==> config.mk <==
export PLATFORM = sky130hd
export DESIGN_NAME = dbp_protect
export DESIGN_NICKNAME = d
export VERILOG_FILES = /design/src/dbp_pkg.sv /design/src/dbp_protect.sv
export SDC_FILE = /design/constraint.sdc
export NUM_CORES = 2
export LEC_CHECK = 0
export ABC_AREA = 1
export BUFFER_PORTS_ARGS = -buffer_cell sky130_fd_sc_hd__buf_2
export CAP_MARGIN = 20
export CELL_PAD_IN_SITES_DETAIL_PLACEMENT = 0
export CELL_PAD_IN_SITES_GLOBAL_PLACEMENT = 1
export CORE_MARGIN = 2
export CORE_UTILIZATION = 25
export CTS_CLUSTER_DIAMETER = 200
export CTS_CLUSTER_SIZE = 12
export DETAILED_ROUTE_END_ITERATION = 10
export GPL_TIMING_DRIVEN = 0
export PLACE_DENSITY_LB_ADDON = 0.1
export RECOVER_POWER = 50
export SKIP_LAST_GASP = 1
export SLEW_MARGIN = 10
export SYNTH_ARGS = -nofsm -noshare
export SYNTH_HDL_FRONTEND = slang
export SYNTH_SLANG_ARGS = --single-unit
==> constraint.sdc <==
create_clock -name clk -period 73.9 [get_ports clk]
set_input_delay 3.695 -clock clk [delete_from_list [all_inputs] [get_ports clk]]
set_output_delay 3.695 -clock clk [all_outputs]
set_load 0.02 [all_outputs]
==> src/dbp_pkg.sv <==
// Package for the drive and battery protection block: constants, types.
// Assumes a single 40 MHz clock and a plain register port.
`default_nettype none
package dbp_pkg;
    // Register byte addresses
    localparam logic [7:0] ADDR_MAX_SPEED = 8'h00;
    localparam logic [7:0] ADDR_SPEED_MARGIN = 8'h04;
    localparam logic [7:0] ADDR_OV_CUTBACK = 8'h08;
    localparam logic [7:0] ADDR_OV_LIMIT = 8'h0C;
    localparam logic [7:0] ADDR_UV_CUTBACK = 8'h10;
    localparam logic [7:0] ADDR_UV_LIMIT = 8'h14;
    localparam logic [7:0] ADDR_UV_DELAY = 8'h18;
    localparam logic [7:0] ADDR_CELLS = 8'h1C;
    localparam logic [7:0] ADDR_RESET_V = 8'h20;
    localparam logic [7:0] ADDR_GAUGE_LVL = 8'h24;
    localparam logic [7:0] ADDR_RATE = 8'h28;
    localparam logic [7:0] ADDR_CUR_MODE = 8'h2C;
    localparam logic [7:0] ADDR_CUR_LIM = 8'h30;
    localparam logic [7:0] ADDR_PROF_SCALE = 8'h34;
    localparam logic [7:0] ADDR_PWR_LIM = 8'h38;
    localparam logic [7:0] ADDR_STATUS = 8'h3C;
    localparam logic [7:0] ADDR_GAUGE = 8'h40;
    localparam logic [7:0] ADDR_LIM_EFF = 8'h44;
    // Current limit modes
    localparam logic [7:0] MODE_OFF = 8'h00;
    localparam logic [7:0] MODE_FIXED = 8'h01;
    localparam logic [7:0] MODE_BMS = 8'h02;
    localparam logic [7:0] MODE_PROFILE = 8'h03;
    localparam logic [7:0] MODE_POWER = 8'h04;
    // Reset and default values
    localparam logic [6:0] GAUGE_FULL = 7'h64;
    localparam logic [15:0] LIMIT_MAX = 16'h7FFF;
    // Timing
    localparam int CLK_HZ = 40_000_000;
    localparam int LOOP_US = 1000;
    localparam int LOOP_CYC = LOOP_US * (CLK_HZ / 1_000_000);
    localparam int RATE_DEF_DS = 168;
    localparam int MS_PER_LOOP = LOOP_US / 1000;
    // Status bits
    localparam int ST_SPEED_FLT = 0;
    localparam int ST_OV_FLT = 1;
    localparam int ST_UV_FLT = 2;
    localparam int ST_LOW_BATT = 3;
    localparam int ST_WARN = 4;
    localparam int ST_CUT = 5;
    // Measurement bundle
    typedef struct packed {
        logic [15:0] speed;
        logic [15:0] volts;
        logic signed [15:0] current;
    } dbp_meas_t;
    // Limits, signed: charge is negative
    typedef struct packed {
        logic signed [15:0] charge;
        logic signed [15:0] discharge;
    } dbp_lim_t;
endpackage
`default_nettype wire

==> src/dbp_protect.sv <==
// Drive and battery protection: speed trip, voltage cutback and cut-out,
// charge gauge, battery current limiting. Assumes synchronous measurements.
`default_nettype none
module dbp_protect #(
    parameter int LOOP_CYCLES = dbp_pkg::LOOP_CYC
) (
    // Clock and reset
    input wire logic clk,
    input wire logic rst,
    // Register port
    input wire logic [7:0] addr,
    input wire logic [31:0] wdata,
    input wire logic wr,
    input wire logic rd,
    output logic [31:0] rdata,
    // Measurements and external inputs
    input wire dbp_pkg::dbp_meas_t meas,
    input wire dbp_pkg::dbp_lim_t bms_lim,
    input wire logic profile_active,
    input wire logic signed [15:0] torque_req,
    // Protection outputs
    output logic power_enable,
    output logic brake_request,
    output logic [7:0] regen_scale,
    output logic [7:0] drive_scale,
    output logic low_battery_profile,
    output logic low_charge_warn,
    output logic [6:0] charge_gauge,
    output dbp_pkg::dbp_lim_t lim_eff,
    output logic signed [15:0] torque_cmd
);
    if (LOOP_CYCLES < 2) begin : g_loop_chk
        $error("LOOP_CYCLES too small");
    end

    ////////////////////////////////////////////////////////////////////////
    // Configuration registers
    logic [15:0] max_speed_q, max_speed_d;  // Trip speed
    logic [15:0] margin_q, margin_d;  // Braking band below trip
    logic [15:0] ov_cb_q, ov_cb_d;  // Over-voltage cutback
    logic [15:0] ov_lim_q, ov_lim_d;  // Over-voltage cut-out
    logic [15:0] uv_cb_q, uv_cb_d;  // Under-voltage cutback
    logic [15:0] uv_lim_q, uv_lim_d;  // Under-voltage cut-out
    logic [15:0] uv_delay_q, uv_delay_d;  // Delay in loop periods
    logic [7:0] cells_q, cells_d;  // Cell count
    logic [15:0] reset_v_q, reset_v_d;  // Per-cell reset voltage
    logic [6:0] warn_lvl_q, warn_lvl_d;  // Warning percent
    logic [6:0] cut_lvl_q, cut_lvl_d;  // Cut-out percent
    logic [15:0] rate_q, rate_d;  // Tenths of s per percent
    logic [7:0] mode_q, mode_d;  // Current limit mode
    logic torque_cb_en_q, torque_cb_en_d;  // Torque cutback enable
    logic [15:0] chg_lim_q, chg_lim_d;  // Charge limit magnitude
    logic [15:0] dis_lim_q, dis_lim_d;  // Discharge limit magnitude
    logic [7:0] prof_scale_q, prof_scale_d;  // Profile factor /256
    logic [15:0] pwr_chg_q, pwr_chg_d;  // Charge power limit
    logic [15:0] pwr_dis_q, pwr_dis_d;  // Discharge power limit

    // Register writes
    always_comb begin
        max_speed_d = max_speed_q;
        margin_d = margin_q;
        ov_cb_d = ov_cb_q;
        ov_lim_d = ov_lim_q;
        uv_cb_d = uv_cb_q;
        uv_lim_d = uv_lim_q;
        uv_delay_d = uv_delay_q;
        cells_d = cells_q;
        reset_v_d = reset_v_q;
        warn_lvl_d = warn_lvl_q;
        cut_lvl_d = cut_lvl_q;
        rate_d = rate_q;
        mode_d = mode_q;
        torque_cb_en_d = torque_cb_en_q;
        chg_lim_d = chg_lim_q;
        dis_lim_d = dis_lim_q;
        prof_scale_d = prof_scale_q;
        pwr_chg_d = pwr_chg_q;
        pwr_dis_d = pwr_dis_q;
        if (wr) begin
            case (addr)
                dbp_pkg::ADDR_MAX_SPEED: max_speed_d = wdata[15:0];
                dbp_pkg::ADDR_SPEED_MARGIN: margin_d = wdata[15:0];
                dbp_pkg::ADDR_OV_CUTBACK: ov_cb_d = wdata[15:0];
                dbp_pkg::ADDR_OV_LIMIT: ov_lim_d = wdata[15:0];
                dbp_pkg::ADDR_UV_CUTBACK: uv_cb_d = wdata[15:0];
                dbp_pkg::ADDR_UV_LIMIT: uv_lim_d = wdata[15:0];
                dbp_pkg::ADDR_UV_DELAY: uv_delay_d = wdata[15:0];
                dbp_pkg::ADDR_CELLS: cells_d = wdata[7:0];
                dbp_pkg::ADDR_RESET_V: reset_v_d = wdata[15:0];
                dbp_pkg::ADDR_GAUGE_LVL: begin
                    warn_lvl_d = wdata[6:0];
                    cut_lvl_d = wdata[14:8];
                end
                dbp_pkg::ADDR_RATE: rate_d = wdata[15:0];
                dbp_pkg::ADDR_CUR_MODE: begin
                    mode_d = wdata[7:0];
                    torque_cb_en_d = wdata[8];
                end
                dbp_pkg::ADDR_CUR_LIM: begin
                    chg_lim_d = wdata[15:0];
                    dis_lim_d = wdata[31:16];
                end
                dbp_pkg::ADDR_PROF_SCALE: prof_scale_d = wdata[7:0];
                dbp_pkg::ADDR_PWR_LIM: begin
                    pwr_chg_d = wdata[15:0];
                    pwr_dis_d = wdata[31:16];
                end
                default: ;
            endcase
        end
    end

    // Register storage; all-ones speed and over-voltage, zero under-voltage thresholds keep trips quiet until set
    always_ff @(posedge clk or posedge rst) begin
        if (rst) begin
            max_speed_q <= 16'hFFFF;
            margin_q <= 16'h0000;
            ov_cb_q <= 16'hFFFF;
            ov_lim_q <= 16'hFFFF;
            uv_cb_q <= 16'h0000;
            uv_lim_q <= 16'h0000;
            uv_delay_q <= 16'h0000;
            cells_q <= 8'h00;
            reset_v_q <= 16'hFFFF;
            warn_lvl_q <= 7'h00;
            cut_lvl_q <= 7'h00;
            rate_q <= 16'h0000;
            mode_q <= 8'h00;
            torque_cb_en_q <= 1'b0;
            chg_lim_q <= 16'h0000;
            dis_lim_q <= 16'h0000;
            prof_scale_q <= 8'hFF;
            pwr_chg_q <= 16'h0000;
            pwr_dis_q <= 16'h0000;
        end else begin
            max_speed_q <= max_speed_d;
            margin_q <= margin_d;
            ov_cb_q <= ov_cb_d;
            ov_lim_q <= ov_lim_d;
            uv_cb_q <= uv_cb_d;
            uv_lim_q <= uv_lim_d;
            uv_delay_q <= uv_delay_d;
            cells_q <= cells_d;
            reset_v_q <= reset_v_d;
            warn_lvl_q <= warn_lvl_d;
            cut_lvl_q <= cut_lvl_d;
            rate_q <= rate_d;
            mode_q <= mode_d;
            torque_cb_en_q <= torque_cb_en_d;
            chg_lim_q <= chg_lim_d;
            dis_lim_q <= dis_lim_d;
            prof_scale_q <= prof_scale_d;
            pwr_chg_q <= pwr_chg_d;
            pwr_dis_q <= pwr_dis_d;
        end
    end

    ////////////////////////////////////////////////////////////////////////
    // Control-loop tick
    logic [31:0] loop_cnt_q, loop_cnt_d;  // Loop divider
    logic tick;  // One cycle per loop period
    assign tick = (loop_cnt_q == 32'(LOOP_CYCLES - 1));
    always_comb begin
        loop_cnt_d = tick ? 32'h0 : loop_cnt_q + 32'h1;
    end
    always_ff @(posedge clk or posedge rst) begin
        if (rst) loop_cnt_q <= 32'h0;
        else loop_cnt_q <= loop_cnt_d;
    end

    ////////////////////////////////////////////////////////////////////////
    // Protection state
    logic spd_flt_q, spd_flt_d;  // Over-speed fault
    logic ov_flt_q, ov_flt_d;  // Over-voltage fault
    logic uv_flt_q, uv_flt_d;  // Under-voltage fault
    logic brake_q, brake_d;  // Braking torque request
    logic [7:0] regen_q, regen_d;  // Regen scale /255
    logic [7:0] drive_q, drive_d;  // Drive scale /255
    logic [15:0] uv_cnt_q, uv_cnt_d;  // Under-voltage timer
    logic [15:0] ov_ex, uv_ex;  // Voltage excess beyond cutback

    // Threshold compare, only on each tick
    always_comb begin
        spd_flt_d = spd_flt_q;
        ov_flt_d = ov_flt_q;
        uv_flt_d = uv_flt_q;
        brake_d = brake_q;
        regen_d = regen_q;
        drive_d = drive_q;
        uv_cnt_d = uv_cnt_q;
        ov_ex = meas.volts - ov_cb_q;
        uv_ex = uv_cb_q - meas.volts;
        if (tick) begin
            brake_d = (meas.speed >= max_speed_q - margin_q);
            if (meas.speed > max_speed_q) spd_flt_d = 1'b1;
            regen_d = 8'hFF;
            if (meas.volts > ov_cb_q) regen_d = (ov_ex > 16'h00FF) ? 8'h00 : 8'hFF - ov_ex[7:0];
            if (meas.volts > ov_lim_q) ov_flt_d = 1'b1;
            drive_d = 8'hFF;
            if (meas.volts < uv_cb_q) drive_d = (uv_ex > 16'h00FF) ? 8'h00 : 8'hFF - uv_ex[7:0];
            if (meas.volts < uv_lim_q) begin
                if (uv_cnt_q >= uv_delay_q) uv_flt_d = 1'b1;
                else uv_cnt_d = uv_cnt_q + 16'h1;
            end else begin
                uv_cnt_d = 16'h0;
            end
        end
    end

    // Faults latch until reset
    always_ff @(posedge clk or posedge rst) begin
        if (rst) begin
            spd_flt_q <= 1'b0;
            ov_flt_q <= 1'b0;
            uv_flt_q <= 1'b0;
            brake_q <= 1'b0;
            regen_q <= 8'hFF;
            drive_q <= 8'hFF;
            uv_cnt_q <= 16'h0;
        end else begin
            spd_flt_q <= spd_flt_d;
            ov_flt_q <= ov_flt_d;
            uv_flt_q <= uv_flt_d;
            brake_q <= brake_d;
            regen_q <= regen_d;
            drive_q <= drive_d;
            uv_cnt_q <= uv_cnt_d;
        end
    end

    ////////////////////////////////////////////////////////////////////////
    // Charge gauge
    logic [6:0] gauge_q, gauge_d;  // Remaining charge percent
    logic [15:0] g_tmr_q, g_tmr_d;  // Loop periods into interval
    logic [15:0] interval;  // Loops per percent
    logic gauge_en;  // Gauge enabled
    logic [23:0] cell_v;  // Full-charge pack voltage
    assign gauge_en = (cells_q != 8'h00);
    assign cell_v = 24'(reset_v_q) * 24'(cells_q);
    assign interval = 16'(((rate_q == 16'h0) ? 32'(dbp_pkg::RATE_DEF_DS) : 32'(rate_q))
                          * 100 / dbp_pkg::MS_PER_LOOP);

    // Gauge update once per loop; held full every cycle while disabled
    always_comb begin
        gauge_d = gauge_q;
        g_tmr_d = g_tmr_q;
        if (!gauge_en) begin
            gauge_d = dbp_pkg::GAUGE_FULL;
            g_tmr_d = 16'h0;
        end else if (tick) begin
            if (24'(meas.volts) >= cell_v) begin
                gauge_d = dbp_pkg::GAUGE_FULL;
                g_tmr_d = 16'h0;
            end else if (g_tmr_q + 16'h1 >= interval) begin
                g_tmr_d = 16'h0;
                if (gauge_q != 7'h00) gauge_d = gauge_q - 7'h1;
            end else begin
                g_tmr_d = g_tmr_q + 16'h1;
            end
        end
    end
    always_ff @(posedge clk or posedge rst) begin
        if (rst) begin
            gauge_q <= dbp_pkg::GAUGE_FULL;
            g_tmr_q <= 16'h0;
        end else begin
            gauge_q <= gauge_d;
            g_tmr_q <= g_tmr_d;
        end
    end
    // Low-battery actions, zero level disables
    assign low_battery_profile = gauge_en && (cut_lvl_q != 7'h00) && (gauge_q <= cut_lvl_q);
    assign low_charge_warn = gauge_en && (warn_lvl_q != 7'h00) && (gauge_q <= warn_lvl_q);

    ////////////////////////////////////////////////////////////////////////
    // Battery current limits
    dbp_pkg::dbp_lim_t lim_q, lim_d;  // Limits in effect
    logic signed [15:0] tq_q, tq_d;  // Torque command
    logic [31:0] pwr_div_c, pwr_div_d;  // Power to current
    logic [23:0] dis_sc;  // Profile-scaled discharge
    logic [15:0] volts_nz;  // Divide guard
    assign volts_nz = (meas.volts == 16'h0) ? 16'h1 : meas.volts;
    assign pwr_div_c = {16'h0, pwr_chg_q} / {16'h0, volts_nz};
    assign pwr_div_d = {16'h0, pwr_dis_q} / {16'h0, volts_nz};
    assign dis_sc = 24'(dis_lim_q) * 24'(prof_scale_q);

    // Select limit source; charge limit negative
    always_comb begin
        lim_d = lim_q;
        tq_d = tq_q;
        if (tick) begin
            case (mode_q)
                dbp_pkg::MODE_OFF: begin
                    if (chg_lim_q == 16'h0 && dis_lim_q == 16'h0) begin
                        lim_d.charge = -$signed(dbp_pkg::LIMIT_MAX);
                        lim_d.discharge = $signed(dbp_pkg::LIMIT_MAX);
                    end else begin
                        lim_d.charge = -$signed({1'b0, chg_lim_q[14:0]});
                        lim_d.discharge = $signed({1'b0, dis_lim_q[14:0]});
                    end
                end
                dbp_pkg::MODE_FIXED: begin
                    lim_d.charge = -$signed({1'b0, chg_lim_q[14:0]});
                    lim_d.discharge = $signed({1'b0, dis_lim_q[14:0]});
                end
                dbp_pkg::MODE_BMS: lim_d = bms_lim;
                dbp_pkg::MODE_PROFILE: begin
                    lim_d.charge = -$signed({1'b0, chg_lim_q[14:0]});
                    lim_d.discharge = profile_active ? $signed({1'b0, dis_sc[22:8]})
                                                     : $signed({1'b0, dis_lim_q[14:0]});
                end
                dbp_pkg::MODE_POWER: begin
                    lim_d.charge = -$signed({1'b0, pwr_div_c[14:0]});
                    lim_d.discharge = $signed({1'b0, pwr_div_d[14:0]});
                end
                default: ;
            endcase
            tq_d = torque_req;
            if (torque_cb_en_q) begin
                if (torque_req > lim_q.discharge) tq_d = lim_q.discharge;
                else if (torque_req < lim_q.charge) tq_d = lim_q.charge;
            end
        end
    end
    always_ff @(posedge clk or posedge rst) begin
        if (rst) begin
            lim_q <= '0;
            tq_q <= 16'sh0;
        end else begin
            lim_q <= lim_d;
            tq_q <= tq_d;
        end
    end

    ////////////////////////////////////////////////////////////////////////
    // Read data, one cycle after the strobe
    logic [31:0] rdata_q, rdata_d;
    always_comb begin
        rdata_d = 32'h0;
        if (rd) begin
            case (addr)
                dbp_pkg::ADDR_MAX_SPEED: rdata_d = {16'h0, max_speed_q};
                dbp_pkg::ADDR_OV_LIMIT: rdata_d = {16'h0, ov_lim_q};
                dbp_pkg::ADDR_UV_LIMIT: rdata_d = {16'h0, uv_lim_q};
                dbp_pkg::ADDR_CELLS: rdata_d = {24'h0, cells_q};
                dbp_pkg::ADDR_CUR_MODE: rdata_d = {23'h0, torque_cb_en_q, mode_q};
                dbp_pkg::ADDR_STATUS: rdata_d = {26'h0, 1'b0, low_charge_warn,
                    low_battery_profile, uv_flt_q, ov_flt_q, spd_flt_q};
                dbp_pkg::ADDR_GAUGE: rdata_d = {25'h0, gauge_q};
                dbp_pkg::ADDR_LIM_EFF: rdata_d = lim_q;
                default: rdata_d = 32'h0;
            endcase
        end
    end
    always_ff @(posedge clk or posedge rst) begin
        if (rst) rdata_q <= 32'h0;
        else rdata_q <= rdata_d;
    end

    // Outputs
    assign rdata = rdata_q;
    assign power_enable = !(spd_flt_q || ov_flt_q || uv_flt_q);
    assign brake_request = brake_q;
    assign regen_scale = regen_q;
    assign drive_scale = drive_q;
    assign charge_gauge = gauge_q;
    assign lim_eff = lim_q;
    assign torque_cmd = tq_q;
endmodule
`default_nettype wire

==> impl_metrics.env <==
export IMPL_status="finished with violations"
export IMPL_failed_checks="max-capacitance violations, max-slew violations, negative setup slack"
export IMPL_yosys_top_cells_area="ha_1 (18%), nand2_1 (13%), dfrtp_1 (10%)"
export IMPL_initial_core_util_pct=25.1
export IMPL_h_tree_depth=2
export IMPL_cts_sinks=418
export IMPL_hold_violations=0
export IMPL_clk_path_buf_depth=3
export IMPL_regArea_um2=10600
export IMPL_worst_pin_slew_ns=6.00
export IMPL_avgSynthCellArea_um2=6.64
export IMPL_grtUsageTotal_pct=19.5
export IMPL_period_needed_ns=75.10
export IMPL_core_um2=314000
export IMPL_worst_setup_path_end_kind="register"
export IMPL_worst_hold_slack_ns=0.462
export IMPL_grt_max_degree=105
export IMPL_dpl_cell_area_um2=88200
export IMPL_yosysTopAreaCell="ha_1"
export IMPL_ys_async_sr_fraction_pct=100
export IMPL_layout_setup_ws_ns=-1.20
export IMPL_yosys_warnings=0
export IMPL_grt_pass1_vias=80300
export IMPL_worstSkewPairLatency_ns=0.66
export IMPL_finalMaxSlewViolations=427
export IMPL_worstPathRequired_ns=74.45
export IMPL_hold_class="register to register"
export IMPL_synth_seq_area_share_pct=13.4
export IMPL_drtPass1Iterations=6
export IMPL_fmax_mhz=13.3
export IMPL_synth_most_common_cell="nand2_1"
export IMPL_synthTopCellsByCount="nand2_1 (2828), inv_1 (1848), ha_1 (1104)"
export IMPL_ys_flop_type="dfrtp_1"
export IMPL_numCtsBuffers=40
export IMPL_syn_cell_area_um2=78800
export IMPL_setup_viol_count_final=17
export IMPL_arrival_ns=75.65
export IMPL_rows=206
export IMPL_syn_to_final_growth_pct=34.3
export IMPL_wirelength_mm=326
export IMPL_synth_cell_type_count=96
export IMPL_ioPinCount=248
export IMPL_grt_pass1_wl_mm=483
export IMPL_nNetsFinal=14900
export IMPL_critPathKind="primary input to register"
export IMPL_final_area_um2=106000
export IMPL_fp_dieH_um=565
export IMPL_io_buffers=230
export IMPL_yosys_register_bits=418
export IMPL_drc_errors=0
export IMPL_max_cap_violations=5
export IMPL_die_w_um=565
export IMPL_clock_root_buffer="clkbuf_16"
export IMPL_setup_tns_final_ns=-6.50
export IMPL_fp_dieArea_um2=320000
export IMPL_drive_gt1_share_pct=27.4
export IMPL_rsz0062_at_grt="true"
export IMPL_period_share_pct=102
export IMPL_cts_tree="yes"
export IMPL_first_iter_violations=3791
export IMPL_hpwl_mm=256
export IMPL_fin_cells=17700
export IMPL_synth_edff_count=0
export IMPL_startpoint_type="primary input"
export IMPL_clkTransAtPathRegs_ns=0.08
export IMPL_slowest_delay_ns=0.30
export IMPL_critPathSlowestCell="ha_4"
export IMPL_fin_worst_skew_ns=0.0550
export IMPL_fillers=33700
export IMPL_antenna_found_initial=21
export IMPL_ant_nets=0
export IMPL_synth_top_area_share_pct=17.5
export IMPL_multi_input_area_um2=66200
export IMPL_gp_congestion=0.908
export IMPL_cts_hold_buffers_added=0
export IMPL_cp_max_fo=10
export IMPL_crit_top_cell="nand2_2"
export IMPL_via_per_inst=4.69
export IMPL_gr_total_overflow=0
export IMPL_slew_headroom_pct=-300
export IMPL_dpl_cell_count=16300
export IMPL_wl_per_cell_um=18.4
export IMPL_vias=83000
export IMPL_postSynthCellCount=11900
## per-layer routing
metal / vias up / global-route usage (%) / share of wire [%]
li1: 42100 / - / -
met1: 39400 / 25.4 / 45
met2: 1112 / 34.1 / 48
met3: 324 / 1.10 / 2.4
met4: 4 / 6.49 / 3.8
met5: - / 0 / 0.0071
## worst paths after layout
path	from	endpoint	slack, ns	depth (start not counted)
max	meas[30]	lim_eff[0]	-1.20	641
min	loop_cnt_q[0]	loop_cnt_q[0]	0.46	1
max reg2reg	pwr_chg_q[15]	lim_eff[30]	8.62	554
min reg2reg	loop_cnt_q[0]	loop_cnt_q[0]	0.46	1
max in group asynchronous	rst	rdata[25]	58.86	4
min in group asynchronous	rst	loop_cnt_q[21]	4.18	2
## critical path, delay by kind of cell
kind	cells	cell delay, ns
and+or+nand+nor	230	19.77
xor gates and xnor gates	3	0.37
AOI/OAI and AO/OA	197	27.43
buffers and inverters	180	16.47
adders and majority gates	31	7.58
## kinds of logic after synthesis
group / after synthesis / share of synthesized area [%]
other: 1 / 0.00476
adders and majority gates: 1281 / 22.0
buffers and inverters: 2300 / 11.5
DFF: 418 / 13.4
AOI/OAI and AO/OA: 2267 / 16.7
and+or+nand+nor: 4911 / 28.7
xor gates and xnor gates: 690 / 7.67
## what timing repair did
| action | in CTS | in global routing |
|---|---|---|
| pin swaps | 504 | 925 |
| setup buffers | 717 | 573 |
| gates cloned | 9 | 16 |
| setup endpoints to repair | 21 | 20 |
| resized for setup | 466 | 1038 |
| hold endpoints to repair | 0 | 0 |
## layout make-up
cell class	instances	share of cell area, %
timing repair buffer	1573	11.3
timing repair inverter	3	0.0236
tap	4160	4.92
clock buffer	64	1.06
sequential	418	9.99
antenna	6	0.0142
clock inverter	2	0.0165
multi-input combinational	9183	62.6
inverter	1981	7.39
buffer	318	2.74
## placed cells by master (no fill, tap or decap), types with 91 or more instances in the layout
| master | instances |
|---|---|
| dfrtp_1 | 327 |
| ha_1 | 961 |
| nor3_1 | 114 |
| a21oi_2 | 194 |
| o21ai_0 | 770 |
| nand3_1 | 501 |
| fa_1 | 177 |
| buf_2 | 205 |
| nand4_1 | 181 |
| clkbuf_1 | 216 |
| ha_4 | 141 |
| o21ai_2 | 115 |
| nand2_1 | 2544 |
| buf_4 | 1268 |
| xnor2_1 | 241 |
| nor2_1 | 505 |
| nand2_2 | 342 |
| inv_2 | 183 |
| inv_1 | 1707 |
| nor2_4 | 109 |
| a21oi_1 | 457 |
| nand2_4 | 124 |
| nand3_2 | 126 |
| dfstp_2 | 91 |
| xor2_1 | 448 |
## through the flow
| stage | util, % | setup WS (ns) |
|---|---|---|
| 3_3_place_gp | 27.8 | -17.58 |
| 2_1_floorplan | - | -3.10 |
| 5_1_grt | 33.7 | -6.33 |
| 3_5_place_dp | 28.1 | -16.70 |
| 6_report | 33.7 | -1.20 |
| 4_1_cts | 30.9 | -4.26 |
Power is not shown: default switching activity piles up to over one toggle a cycle in this logic, so the estimate is an artifact.
